--- src/logic/adcthr_pkg.sv ---
/*
 adcthr_pkg: addresses, field positions, reset values and mode encodings of the
 setpoint / threshold computation register set.
 assumes: byte-wide register port, one register byte per address.
*/
package adcthr_pkg;

    localparam int          ADDR_W     = 16;
    localparam int          DATA_W     = 16;
    localparam int          ACC_W      = 18;

    localparam logic [15:0] LLIM_LO    = 16'h1d0c;
    localparam logic [15:0] LLIM_HI    = 16'h1d0d;
    localparam logic [15:0] ULIM_LO    = 16'h1d0e;
    localparam logic [15:0] ULIM_HI    = 16'h1d0f;
    localparam logic [15:0] ERR_LO     = 16'h1d10;
    localparam logic [15:0] ERR_HI     = 16'h1d11;
    localparam logic [15:0] SETP_LO    = 16'h1d12;
    localparam logic [15:0] SETP_HI    = 16'h1d13;
    localparam logic [15:0] ACC_LO     = 16'h1d16;
    localparam logic [15:0] ACC_HI     = 16'h1d17;
    localparam logic [15:0] ACC_UP     = 16'h1d18;
    localparam logic [15:0] CTRL       = 16'h1d40;
    localparam logic [15:0] STAT       = 16'h1d41;
    localparam logic [15:0] ICLR       = 16'h1d42;
    localparam logic [15:0] IEN        = 16'h1d43;

    localparam int          CALCULATION_MODE_LSB   = 0;
    localparam int          THM_LSB    = 4;
    localparam int          MODE_W     = 3;
    localparam int          ST_HIT     = 0;
    localparam int          ST_DONE    = 1;
    localparam int          ST_ABOVE   = 4;
    localparam int          ST_BELOW   = 5;
    localparam logic [7:0]  EV_MASK    = 8'h03;

    localparam logic [7:0]  CTRL_RST   = 8'h00;
    localparam logic [7:0]  IEN_RST    = 8'h00;
    localparam logic [15:0] THR_RST    = 16'h0000;

    typedef enum logic [2:0] {
        CALCULATION_MODE_DELTA_PREV,
        CALCULATION_MODE_FROM_SETPOINT,
        CALCULATION_MODE_PREV_SETPOINT,
        CALCULATION_MODE_RAW
    } adcthr_calculation_mode_e;

    typedef enum logic [2:0] {
        THM_NEVER,
        THM_BELOW,
        THM_NOT_BELOW,
        THM_OUTSIDE,
        THM_INSIDE,
        THM_NOT_ABOVE,
        THM_ABOVE,
        THM_ALWAYS
    } adcthr_thm_e;

endpackage

--- src/logic/adcthr_cmp_if.sv ---
/*
 adcthr_cmp_if: operands and results between the register set and the compute unit.
 assumes: one clock; start is a one-cycle pulse qualified by the clock enable.
*/
`timescale 1ns/1ps
interface adcthr_cmp_if;
    logic               start;
    logic [2:0]         calculation_mode_mode;
    logic [2:0]         thm;
    logic signed [15:0] setpoint;
    logic signed [15:0] llim;
    logic signed [15:0] ulim;
    logic signed [15:0] sample;
    logic signed [15:0] prev;
    logic signed [15:0] err;
    logic               above;
    logic               below;
    logic               hit;
    logic               done;

    modport ctl (output start, calculation_mode_mode, thm, setpoint, llim, ulim, sample, prev,
                 input  err, above, below, hit, done);
    modport unit (input  start, calculation_mode_mode, thm, setpoint, llim, ulim, sample, prev,
                  output err, above, below, hit, done);
endinterface

--- src/logic/adcthr_regs.sv ---
/*
 adcthr_regs: byte-addressed register set of the ADC post-processing computation:
 accumulator, setpoint, error, lower and upper thresholds, control and interrupt.
 assumes: register port strobes are one cycle and never both high; sample_valid_i
 marks a finished conversion with sample_i and prev_i stable in that cycle.
*/
// Design decision made here: the plain strobed port.
// What this block does
// (RULE1) accumulator is 18-bit signed, read/write by software, undefined at reset
// (RULE2) software accumulator writes only take effect while no conversion runs
// (RULE3) accumulator bytes: upper holds bits 17:16, high 15:8, low 7:0
// (RULE4) setpoint is 16-bit signed read/write, cleared at reset
// (RULE5) error follows calculation mode; setpoint used only where the mode needs it
// (RULE6) setpoint error is 16-bit signed and read-only, undefined at reset
// (RULE7) setpoint error reads as high byte 15:8 and low byte 7:0
// (RULE8) lower threshold is 16-bit signed read/write, cleared at reset
// (RULE9) upper threshold is 16-bit signed read/write, cleared at reset
// (RULE10) setpoint and thresholds reach software as separate high and low bytes
// (RULE11) error compared with both thresholds updates the above and below flags
// (RULE12) threshold interrupt raised only as the threshold mode selects
// (RULE13) signed compare: above when error exceeds upper, below when under lower
`timescale 1ns/1ps
module adcthr_regs #(
    parameter int DATA_W = adcthr_pkg::DATA_W,
    parameter int ACC_W  = adcthr_pkg::ACC_W
) (
    input  wire logic        clk_i,
    input  wire logic        sys_rst_i,
    input  wire logic        ce_i,
    input  wire logic [15:0] addr_i,
    input  wire logic [7:0]  wdata_i,
    input  wire logic        wr_i,
    input  wire logic        rd_i,
    output logic      [7:0]  rdata_o,
    input  wire logic        conv_busy_i,
    input  wire logic        sample_valid_i,
    input  wire logic [15:0] sample_i,
    input  wire logic [15:0] prev_i,
    output logic             irq_o,
    output logic             above_upper_flag_o,
    output logic             below_lower_flag_o
);
    if (DATA_W != 16 || ACC_W < 17 || ACC_W > 24) begin : g_bad_width
        $error("adcthr_regs: DATA_W must be 16 and ACC_W 17..24");
    end

    function automatic logic [15:0] put_byte(input logic [15:0] old, input logic hi, input logic [7:0] d);
        put_byte = hi ? {d, old[7:0]} : {old[15:8], d};
    endfunction

    adcthr_cmp_if cmp ();

    logic [15:0]      llim_r;
    logic [15:0]      ulim_r;
    logic [15:0]      setp_r;
    logic [ACC_W-1:0] acc_r;
    logic [7:0]       ctrl_r;
    logic [7:0]       sts_r;
    logic [7:0]       ien_r;
    logic [7:0]       rdata_r;
    logic             irq_r;
    logic             above_r;
    logic             below_r;

    logic             wr_llim_lo, wr_llim_hi, wr_ulim_lo, wr_ulim_hi, wr_setp_lo, wr_setp_hi;
    logic             wr_acc_lo, wr_acc_hi, wr_acc_up, acc_wr_ok;
    logic             wr_ctrl, wr_clr, wr_ien;
    logic [15:0]      llim_nxt, ulim_nxt, setp_nxt;
    logic [ACC_W-1:0] acc_sum, acc_sw, acc_nxt;
    logic [7:0]       ctrl_nxt, ien_nxt, sts_set, sts_clr, sts_nxt, sts_view;
    logic [23:0]      acc_view;
    logic [7:0]       rd_mux;

    assign wr_llim_lo = wr_i & (addr_i == adcthr_pkg::LLIM_LO);
    assign wr_llim_hi = wr_i & (addr_i == adcthr_pkg::LLIM_HI);
    assign wr_ulim_lo = wr_i & (addr_i == adcthr_pkg::ULIM_LO);
    assign wr_ulim_hi = wr_i & (addr_i == adcthr_pkg::ULIM_HI);
    assign wr_setp_lo = wr_i & (addr_i == adcthr_pkg::SETP_LO);
    assign wr_setp_hi = wr_i & (addr_i == adcthr_pkg::SETP_HI);
    assign wr_acc_lo  = wr_i & (addr_i == adcthr_pkg::ACC_LO);
    assign wr_acc_hi  = wr_i & (addr_i == adcthr_pkg::ACC_HI);
    assign wr_acc_up  = wr_i & (addr_i == adcthr_pkg::ACC_UP);
    assign wr_ctrl    = wr_i & (addr_i == adcthr_pkg::CTRL);
    assign wr_clr     = wr_i & (addr_i == adcthr_pkg::ICLR);
    assign wr_ien     = wr_i & (addr_i == adcthr_pkg::IEN);
    assign acc_wr_ok  = !conv_busy_i; // RULE2

    // the error has no write decode at all, so software cannot disturb it
    assign llim_nxt = (wr_llim_lo | wr_llim_hi) ? put_byte(llim_r, wr_llim_hi, wdata_i) : llim_r; // RULE8 RULE10
    assign ulim_nxt = (wr_ulim_lo | wr_ulim_hi) ? put_byte(ulim_r, wr_ulim_hi, wdata_i) : ulim_r; // RULE9 RULE10
    assign setp_nxt = (wr_setp_lo | wr_setp_hi) ? put_byte(setp_r, wr_setp_hi, wdata_i) : setp_r; // RULE4 RULE10

    assign acc_sum = acc_r + {{(ACC_W-16){sample_i[15]}}, sample_i};
    assign acc_sw  = wr_acc_lo ? {acc_r[ACC_W-1:8], wdata_i} :
                     wr_acc_hi ? {acc_r[ACC_W-1:16], wdata_i, acc_r[7:0]} :
                     wr_acc_up ? {wdata_i[ACC_W-17:0], acc_r[15:0]} : acc_r; // RULE3
    // a finished conversion wins over a software write in the same cycle
    assign acc_nxt = sample_valid_i ? acc_sum : (acc_wr_ok ? acc_sw : acc_r); // RULE1 RULE2

    assign ctrl_nxt = wr_ctrl ? wdata_i : ctrl_r;
    assign ien_nxt  = wr_ien ? (wdata_i & adcthr_pkg::EV_MASK) : ien_r;
    assign sts_set  = {6'h00, cmp.done, cmp.hit};
    assign sts_clr  = wr_clr ? (wdata_i & adcthr_pkg::EV_MASK) : 8'h00;
    // an event in the cycle of its clear keeps the bit set
    assign sts_nxt  = (sts_r & ~sts_clr) | sts_set;

    assign sts_view = sts_r | {2'b00, below_r, above_r, 4'h0};
    // size cast, not a replication: a zero-width fill is illegal at ACC_W of 24
    assign acc_view = 24'(acc_r);

    assign rd_mux = (addr_i == adcthr_pkg::LLIM_LO) ? llim_r[7:0] :
                    (addr_i == adcthr_pkg::LLIM_HI) ? llim_r[15:8] :
                    (addr_i == adcthr_pkg::ULIM_LO) ? ulim_r[7:0] :
                    (addr_i == adcthr_pkg::ULIM_HI) ? ulim_r[15:8] :
                    (addr_i == adcthr_pkg::ERR_LO)  ? cmp.err[7:0] : // RULE7
                    (addr_i == adcthr_pkg::ERR_HI)  ? cmp.err[15:8] : // RULE7
                    (addr_i == adcthr_pkg::SETP_LO) ? setp_r[7:0] :
                    (addr_i == adcthr_pkg::SETP_HI) ? setp_r[15:8] :
                    (addr_i == adcthr_pkg::ACC_LO)  ? acc_view[7:0] : // RULE3
                    (addr_i == adcthr_pkg::ACC_HI)  ? acc_view[15:8] :
                    (addr_i == adcthr_pkg::ACC_UP)  ? acc_view[23:16] :
                    (addr_i == adcthr_pkg::CTRL)    ? ctrl_r :
                    (addr_i == adcthr_pkg::STAT)    ? sts_view :
                    (addr_i == adcthr_pkg::IEN)     ? ien_r : 8'h00;

    assign cmp.start     = sample_valid_i;
    assign cmp.calculation_mode_mode = ctrl_r[adcthr_pkg::CALCULATION_MODE_LSB +: adcthr_pkg::MODE_W]; // RULE5
    assign cmp.thm       = ctrl_r[adcthr_pkg::THM_LSB +: adcthr_pkg::MODE_W]; // RULE12
    assign cmp.setpoint  = setp_r;
    assign cmp.llim      = llim_r; // RULE11
    assign cmp.ulim      = ulim_r; // RULE11
    assign cmp.sample    = sample_i;
    assign cmp.prev      = prev_i;

    adcthr_calculation_mode u_calculation_mode (
        .clk_i     (clk_i),
        .sys_rst_i (sys_rst_i),
        .ce_i      (ce_i),
        .cmp       (cmp.unit)
    );

    // accumulator has no defined reset value; cleared only to keep x out of reads
    always_ff @(posedge clk_i or posedge sys_rst_i) begin
        if (sys_rst_i) begin
            acc_r <= '0;
        end else if (ce_i) begin
            acc_r <= acc_nxt; // RULE1
        end
    end

    always_ff @(posedge clk_i or posedge sys_rst_i) begin
        if (sys_rst_i) begin
            llim_r <= adcthr_pkg::THR_RST; // RULE8
            ulim_r <= adcthr_pkg::THR_RST; // RULE9
            setp_r <= adcthr_pkg::THR_RST; // RULE4
            ctrl_r <= adcthr_pkg::CTRL_RST;
            ien_r  <= adcthr_pkg::IEN_RST;
        end else if (ce_i) begin
            llim_r <= llim_nxt;
            ulim_r <= ulim_nxt;
            setp_r <= setp_nxt;
            ctrl_r <= ctrl_nxt;
            ien_r  <= ien_nxt;
        end
    end

    always_ff @(posedge clk_i or posedge sys_rst_i) begin
        if (sys_rst_i) begin
            sts_r   <= 8'h00;
            irq_r   <= 1'b0;
            rdata_r <= 8'h00;
            above_r <= 1'b0;
            below_r <= 1'b0;
        end else if (ce_i) begin
            sts_r   <= sts_nxt;
            irq_r   <= |(sts_nxt & ien_nxt); // RULE12
            rdata_r <= rd_i ? rd_mux : 8'h00;
            above_r <= cmp.above; // RULE11
            below_r <= cmp.below; // RULE11
        end
    end

    assign rdata_o            = rdata_r;
    assign irq_o              = irq_r;
    assign above_upper_flag_o = cmp.above;
    assign below_lower_flag_o = cmp.below;
endmodule // adcthr_regs

--- src/logic/adcthr_calculation_mode.sv ---
/*
 adcthr_calculation_mode: setpoint error computation and signed threshold comparison.
 assumes: operands stable in the cycle of the start pulse.
*/
`timescale 1ns/1ps
module adcthr_calculation_mode (
    input  wire logic  clk_i,
    input  wire logic  sys_rst_i,
    input  wire logic  ce_i,
    adcthr_cmp_if.unit cmp
);
    // saturate rather than wrap, so a wild sample cannot flip the sign of the error
    function automatic logic signed [15:0] sat_sub(input logic signed [15:0] a, input logic signed [15:0] b);
        logic signed [16:0] d;
        d = {a[15], a} - {b[15], b};
        if (d[16] != d[15]) begin
            sat_sub = d[16] ? 16'sh8000 : 16'sh7fff;
        end else begin
            sat_sub = d[15:0];
        end
    endfunction

    logic signed [15:0] err_r;
    logic signed [15:0] err_nxt;
    logic               above_r;
    logic               below_r;
    logic               hit_r;
    logic               done_r;
    logic               above_nxt;
    logic               below_nxt;
    logic               hit_nxt;

    always_comb begin
        unique case (adcthr_pkg::adcthr_calculation_mode_e'(cmp.calculation_mode_mode))
            adcthr_pkg::CALCULATION_MODE_DELTA_PREV:    err_nxt = sat_sub(cmp.sample, cmp.prev); // RULE5
            adcthr_pkg::CALCULATION_MODE_FROM_SETPOINT: err_nxt = sat_sub(cmp.sample, cmp.setpoint); // RULE5
            adcthr_pkg::CALCULATION_MODE_PREV_SETPOINT: err_nxt = sat_sub(cmp.prev, cmp.setpoint); // RULE5
            default:                        err_nxt = cmp.sample;
        endcase
    end

    assign above_nxt = err_nxt > cmp.ulim; // RULE13
    assign below_nxt = err_nxt < cmp.llim; // RULE13

    always_comb begin
        unique case (adcthr_pkg::adcthr_thm_e'(cmp.thm))
            adcthr_pkg::THM_NEVER:     hit_nxt = 1'b0; // RULE12
            adcthr_pkg::THM_BELOW:     hit_nxt = below_nxt;
            adcthr_pkg::THM_NOT_BELOW: hit_nxt = !below_nxt;
            adcthr_pkg::THM_OUTSIDE:   hit_nxt = below_nxt | above_nxt;
            adcthr_pkg::THM_INSIDE:    hit_nxt = !below_nxt & !above_nxt;
            adcthr_pkg::THM_NOT_ABOVE: hit_nxt = !above_nxt;
            adcthr_pkg::THM_ABOVE:     hit_nxt = above_nxt;
            adcthr_pkg::THM_ALWAYS:    hit_nxt = 1'b1;
        endcase
    end

    always_ff @(posedge clk_i or posedge sys_rst_i) begin
        if (sys_rst_i) begin
            err_r   <= '0;
            above_r <= 1'b0;
            below_r <= 1'b0;
            hit_r   <= 1'b0;
            done_r  <= 1'b0;
        end else if (ce_i) begin
            hit_r  <= cmp.start & hit_nxt; // RULE12
            done_r <= cmp.start;
            if (cmp.start) begin
                err_r   <= err_nxt; // RULE6
                above_r <= above_nxt; // RULE11
                below_r <= below_nxt; // RULE11
            end
        end
    end

    assign cmp.err   = err_r;
    assign cmp.above = above_r;
    assign cmp.below = below_r;
    assign cmp.hit   = hit_r;
    assign cmp.done  = done_r;
endmodule // adcthr_calculation_mode

--- config.mk ---
export PLATFORM = sky130hd
export DESIGN_NAME = adcthr_regs
export DESIGN_NICKNAME = d
export VERILOG_FILES = /design/src/logic/adcthr_pkg.sv /design/src/logic/adcthr_cmp_if.sv /design/src/logic/adcthr_regs.sv /design/src/logic/adcthr_calculation_mode.sv
export SDC_FILE = /design/constraint.sdc
export NUM_CORES = 1
export LEC_CHECK = 0
export BUFFER_PORTS_ARGS = -buffer_cell sky130_fd_sc_hd__buf_4
export CORE_UTILIZATION = 50
export CTS_BUF_LIST = sky130_fd_sc_hd__clkbuf_8 sky130_fd_sc_hd__clkbuf_16
export DETAILED_ROUTE_END_ITERATION = 8
export PLACE_DENSITY_LB_ADDON = 0.1
export RECOVER_POWER = 50
export REMOVE_ABC_BUFFERS = 1
export SYNTH_ARGS = -nofsm -noshare
export SYNTH_HDL_FRONTEND = slang
export SYNTH_HIERARCHICAL = 1
export SYNTH_SLANG_ARGS = --single-unit
--- constraint.sdc ---
create_clock -name clk_i -period 4.9 [get_ports clk_i]
set_clock_uncertainty 0.1 [all_clocks]
set_input_delay 1.47 -clock clk_i [delete_from_list [all_inputs] [get_ports clk_i]]
set_output_delay 1.47 -clock clk_i [all_outputs]
set_load 0.02 [all_outputs]
==> results.md, run 1 <==
- Outcome: finished, violations left
- Failing checks: max-capacitance violations, max-slew violations, negative setup slack
- Routed via count: 11000
- Grt met1 use: 46.7%
- Grt total ovfl: 0
- PwrDens: 259 nW/µm²
- Most frequent cells in the layout: 296 x buf_4, 109 x dfrtp_1, 93 x inv_1
- Main area contributors after synthesis: dfrtp_1 26%, ha_1 12%, mux2_2 7.3%
- Hold-fix buffers at CTS: 0
- Starting Density: 51.3%
- Worst R2R Setup Slack: -210 ps
- R2r startpoint: cmp.setpoint[8]$_DFFE_PP0P_
- P_leak: 0.00624 µW
- Area grow syn2layout: 33.3%
- Ant. Diodes: 0
- Top Usage Layer GRT: met2
- CTS tree: built
- Worst-Skew Late Latency: 360 ps
- Die width: 146 µm
- Place WS: -1680 ps
- H-tree depth: 3
- Placer congestion estimate: 0.990
- Vias in the first global route: 10700
- Cells after synthesis: 1228
- Ys Warns: 6
- Relative slew slack: -57.9%
- Hold Vio Cnt, Final: 0
- Fin Setup TNS: -2010 ps
- Critical Path AT: 6010 ps
- Hold endpoint: u_calculation_mode/cmp.err[0]$_DFFE_PP0P_
- I/O Buffers: 73
- Required time of the worst setup path: 5050 ps
- Routing usage on met3: 8.72%
- DIE HEIGHT: 146 µm
- Die ar.: 21400 µm²
- CTS buffer count: 9
- Main synth FF type: dfrtp_1
- Total Wirelength: 39500 µm
- Largest net degree at the start of global routing: 90
- Ports: 74
- DRT iter0 DRCs: 932
- Post-layout power: 3600 µW
- Synth area leader: dfrtp_1
- Fin crit period: 5860 ps
- Worst setup EP type: register
- Worst-path clk slew: 80 ps
- Final Max Tran Viols: 90
- Slew @ Worst Pin: 2370 ps
- Setup ws final: -964 ps
- First-pass GRT wire length: 59000 µm
- Max Root-Sink Buffers: 2
- Detail Placement HPWL: 29600 µm
- FF+latch count, synth: 109
- Mapped cell area: 10400 µm²
- Worst-path maximum fanout: 4
- Hold Path Stages: 2
- Fmax: 171 MHz
- Layout cells sized above 1: 33.4%
- Worst vdd ir: 0.187 mV
- Max Cap Viol: 1
- Period utilization: 120%
- Critical R2R Capture: u_calculation_mode/cmp.hit$_DFFE_PP0P_
- Met2 Use GR: 58.0%
- Initial antenna violation count: 1
- Syn_area_per_cell: 8.48 µm²
- Commonest non-fill, non-tap cell in the layout: buf_4
- Placed Cells: 1742
- Detail Route Antenna Nets: 0
- Post-synth EDFFs: 0
- Non-Filler Instances: 1791
- Distinct cell type count after synthesis: 87
- Synth top area share: 26.2%
- CTS Sinks: 109
- Min-delay src: u_calculation_mode/cmp.err[0]$_DFFE_PP0P_
- Row cnt: 52
- Hold crit path type: register to register
- Layout Nets: 1679
- # setup viols final: 3
- Sequential area share after synthesis: 26.2%
- DR pass1 iterations: 7
- Core Area: 20300 µm²
- WHS: 392 ps
- Mean number of vias per cell: 6.17
- Setup crit start kind: input pin
- Gr usage total: 36.3%
- Cell depth of the worst flop-to-flop path: 25
- RSZ-0062 raised after global routing: yes
- CTS root buffer: clkbuf_16
- Avg WL per Cell: 22.0 µm
- FFs w/ async S/R, synth: 100%
- Critical path type: input pin to register
- DRC errors left: 0
[cells by family after synthesis]
| kind of cell | Yosys count | synth area share (%) |
|---|---|---|
| simple gates | 356 | 18.2 |
| fa+ha+maj | 101 | 12.4 |
| xor+xnor | 43 | 3.61 |
| flops | 109 | 26.2 |
| buf+inv | 135 | 5.02 |
| compound gates | 388 | 23.9 |
| mux | 96 | 10.8 |
[layout make-up]
type	instances	area (µm²)
Tap cell	270	338
Timing Repair Buffer	313	2390
Inverter	97	380
Multi-Input combinational cell	986	7720
Clock buffer	10	239
Clock inverter	6	85.1
Fill cell	1734	6420
Sequential cell	109	2730
[registers in the layout, indices dropped and copies added, names as in the netlist]
signal                        flops
u_calculation_mode/cmp.above      1
ien_r                             2
sts_r                             2
irq_o                             1
ctrl_r                            8
u_calculation_mode/cmp.done       1
cmp.setpoint                     16
cmp.ulim                         16
u_calculation_mode/cmp.err       16
cmp.llim                         16
above_r                           1
rdata_o                           8
u_calculation_mode/cmp.hit        1
below_r                           1
acc_r                            18
u_calculation_mode/cmp.below      1
[layer usage]
metal,vias to the layer above,part of all wire [%]
li1,5113,-
met1,5267,41
met2,537,45
met3,124,9.1
met4,2,4.4
met5,-,0.030
[metrics by stage]
| stage | cell area, µm² | utilization [%] |
|---|---|---|
| finish | 13900 | 68.4 |
| global route | 13900 | 68.4 |
| CTS | 13400 | 66.0 |
| detailed placement | 12700 | 62.7 |
| global placement | 12700 | 62.7 |
| floorplan | 10300 | - |
[worst max-delay path: stages]
cell      delay [ps]
buf_4            120
buf_4            150
ha_1             340
a21o_1           230
a211oi_2         210
buf_4            180
a21oi_1           80
or3_1            380
a21oi_1          190
xnor2_1           80
o21ai_0          230
nand4_1          300
ha_1             400
a211o_1          310
a21oi_1          130
o21ai_1           90
o21ai_1          160
buf_4            170
and3b_1          170
o21ai_2           70
o211ai_1         260
a21boi_2          90
o211a_1          200
[Yosys cell counts, types with 4 or more instances]
cell and number:
dfrtp_1 109, xnor2_1 34, a31oi_1 5, a32oi_1 4, and3_1 17, mux2i_1 17
nand3_1 29, inv_1 96, a211oi_1 16, mux2_4 8, o22a_1 4, nand2b_1 14
o22ai_1 6, and2_1 12, o21ai_0 105, o21a_1 16, o2bb2ai_1 4, xor2_1 9
nor2b_1 19, clkbuf_1 26, a21boi_0 5, a221oi_1 7, o211ai_1 12, a21oi_1 99
fa_1 4, nor3b_1 5, o21bai_1 11, nand3b_1 4, buf_2 7, a21o_1 26
or3_1 10, ha_1 96, o31ai_1 7, nor3_1 24, nand2_1 73, or2_2 4
a22oi_1 16, a211o_1 5, nor2_1 91, mux2_2 68, nand4_1 25
[where the power goes]
group | internal [µW] | switching, µW
sequential | 1000 | 105
combinational | 799 | 876
clock | 463 | 359
total | 2260 | 1340
[repair_timing]
| item | 4_1_cts | 5_1_grt |
|---|---|---|
| gates resized for setup | 63 | 91 |
| endpoints found under the setup margin | 3 | 3 |
| pin swaps | 41 | 60 |
| setup buffers | 18 | 15 |
| gates cloned | 2 | 1 |
[worst max-delay path by stage]
| stage | from | to | slack (ps) | cells past startpoint |
|---|---|---|---|---|
| after global routing | prev_i[0] | u_calculation_mode/cmp.hit$_DFFE_PP0P_ | -1040 | 26 |
| after CTS | prev_i[0] | u_calculation_mode/cmp.hit$_DFFE_PP0P_ | -860 | 27 |
| final | sample_i[4] | u_calculation_mode/cmp.hit$_DFFE_PP0P_ | -960 | 23 |
| after global placement | prev_i[0] | u_calculation_mode/cmp.hit$_DFFE_PP0P_ | -1680 | 26 |
| after detailed placement | prev_i[0] | u_calculation_mode/cmp.hit$_DFFE_PP0P_ | -1680 | 26 |
| after floorplan | prev_i[0] | u_calculation_mode/cmp.hit$_DFFE_PP0P_ | -1260 | 24 |
Power figures use the tool's default switching activity.
==> run 2, diff against run 1 <==
- CAP_MARGIN: default -> 20
- SKIP_LAST_GASP: default -> 1
==> results.md, run 2 (synthesized netlist as in run 1, its figures left out) <==
- CTS Sinks: 109 (unchanged)
- Hold Vio Cnt, Final: 0 (unchanged)
- Grt total ovfl: 0 (unchanged)
- Slew @ Worst Pin: 2350 ps (-19.5 ps)
- Ports: 74 (unchanged)
- Most Frequent Cell on Critical Path: o21ai_1
- RSZ-0062 raised after global routing: yes
- Ant. Diodes: 0 (unchanged)
- Final Max Tran Viols: 90 (unchanged)
- Outcome: finished, violations left
- Biggest register: acc_r
- Die ar.: 21400 µm² (unchanged)
- PwrDens: 259 nW/µm² (about the same)
- Most frequent cells in the layout: 297 x buf_4, 109 x dfrtp_1, 93 x inv_1
- Failing checks: max-capacitance violations, max-slew violations, negative setup slack
- Detail Placement HPWL: 29600 µm (unchanged)
- DRC errors left: 0 (unchanged)
- Largest net degree at the start of global routing: 90 (unchanged)
- Place WS: -1680 ps (unchanged)
- Post-layout power: 3600 µW (-0.12%)
- Max reg flops: 18 (unchanged)
- Starting Density: 51.3% (unchanged)
- Area grow syn2layout: 33.1% (about the same)
- Core Area: 20300 µm² (unchanged)
- Mean number of vias per cell: 6.20 (+0.49%)
- Worst-Skew Late Latency: 360 ps (about the same)
- Slowest cell on crit path: or3b_4
- Fin crit period: 5840 ps (-23.5 ps)
- DIE HEIGHT: 146 µm (unchanged)
- Critical Path AT: 5990 ps (-20 ps)
- Period utilization: 119% (-0.48 points)
- Required time of the worst setup path: 5050 ps (about the same)
- First-pass GRT wire length: 59000 µm (unchanged)
- Worst vdd ir: 0.186 mV (-0.58%)
- Critical path type: input pin to register
- CTS buffer count: 9 (unchanged)
- Commonest non-fill, non-tap cell in the layout: buf_4
- Slowest stage delay, CP: 390 ps (about the same)
- CTS root buffer: clkbuf_16
- Worst-path clk slew: 80 ps (about the same)
- H-tree depth: 3 (unchanged)
- Gr usage total: 36.3% (unchanged)
- Hold crit path type: register to register
- Avg WL per Cell: 22.0 µm (about the same)
- Max Cap Viol: 1 (unchanged)
- Max Root-Sink Buffers: 2 (unchanged)
- I/O Buffers: 73 (unchanged)
- Layout cells sized above 1: 33.3% (-0.066 points)
- Setup crit start kind: input pin
- Worst setup EP type: register
- Setup ws final: -940 ps (+23.5 ps)
- Fmax: 171 MHz (+0.40%)
- Initial antenna violation count: 1 (unchanged)
- # setup viols final: 3 (unchanged)
- Worst-path maximum fanout: 3 (-1)
- Routed via count: 11100 (+0.49%)
- CTS tree: built
- Detail Route Antenna Nets: 0 (unchanged)
- Vias in the first global route: 10700 (unchanged)
- DR pass1 iterations: 5 (-2)
- P_leak: 0.00623 µW (-0.10%)
- Row cnt: 52 (unchanged)
- Placer congestion estimate: 0.990 (unchanged)
- Die width: 146 µm (unchanged)
- Total Wirelength: 39500 µm (about the same)
- Relative slew slack: -56.6% (+1.3 points)
- DRT iter0 DRCs: 894 (-4.1%)
- Layout Nets: 1679 (unchanged)
==> run 2: cell count changes in the layout (fill, tap and decap cells not counted) <==
cell	change
buf_4	+1
xnor2_2	-1
xnor2_1	+1
buf_6	-1
==> run 2: final cells by class <==
type,instances,area (µm²)
well taps,270,338
clock inverters,6,85.1
clock buffers,10,239
multi-input cells,986,7710
inverters,97,380
flip-flops and latches,109,2730
fillers,1737,6430
repair buffers,313,2390
==> run 2: what timing repair did <==
item,in CTS,in global routing
endpoints found under the setup margin,3,3
setup buffers,18,15
pin swaps,41,60
hold endpoints to repair,0,0
cloned,2,1
gates resized for setup,63,89
hold buffers,0,0
==> run 2: path summary, 6_finish.rpt <==
check,to,startpoint,slack [ps],cells past startpoint
worst min-delay path,u_calculation_mode/cmp.err[0]$_DFFE_PP0P_,u_calculation_mode/cmp.err[0]$_DFFE_PP0P_,390,2
min in group asynchronous,u_calculation_mode/cmp.hit$_DFFE_PP0P_,sys_rst_i,1180,2
worst max register to register,u_calculation_mode/cmp.hit$_DFFE_PP0P_,cmp.setpoint[8]$_DFFE_PP0P_,-180,25
max in group asynchronous,cmp.ulim[3]$_DFFE_PP0P_,sys_rst_i,1450,3
worst min register to register,u_calculation_mode/cmp.err[0]$_DFFE_PP0P_,u_calculation_mode/cmp.err[0]$_DFFE_PP0P_,390,2
worst max-delay path,u_calculation_mode/cmp.hit$_DFFE_PP0P_,prev_i[0],-940,26
==> run 2: per-layer routing <==
metal	share of wire (%)	wire, µm	global-route usage, %	up-vias
li1	-	-	-	5112
met1	41	16400	46.7	5331
met2	45	17800	58.0	523
met3	8.8	3490	8.72	129
met4	4.6	1840	15.9	2
met5	0.030	12	0	-
==> run 2: where the power goes <==
part           internal, µW  switching [µW]
clock                   463             357
sequential             1000             106
combinational           798             874
total                  2260            1340
==> run 2: per-stage QoR <==
step                hold WS (ps)  cell area [µm²]  TNS, ps  std cells  utilization, %
finish                       393            13900    -1980       1791            68.3
global route                 416            13900    -2260       1791            68.3
CTS                          390            13400    -1940       1778            66.0
detailed placement           373            12700    -4290       1742            62.7
global placement             361            12700    -4220       1742            62.7
floorplan                    345            10300    -2490       1190               -
==> run 2: critical path: cells and delay by family <==
kind	cells	cell delay (ps)
AO/OA/AOI/OAI	13	1960
adder cells (fa/ha/maj)	3	700
AND/OR/NAND/NOR	5	1350
buffers and inverters	4	360
XOR/XNOR	1	150
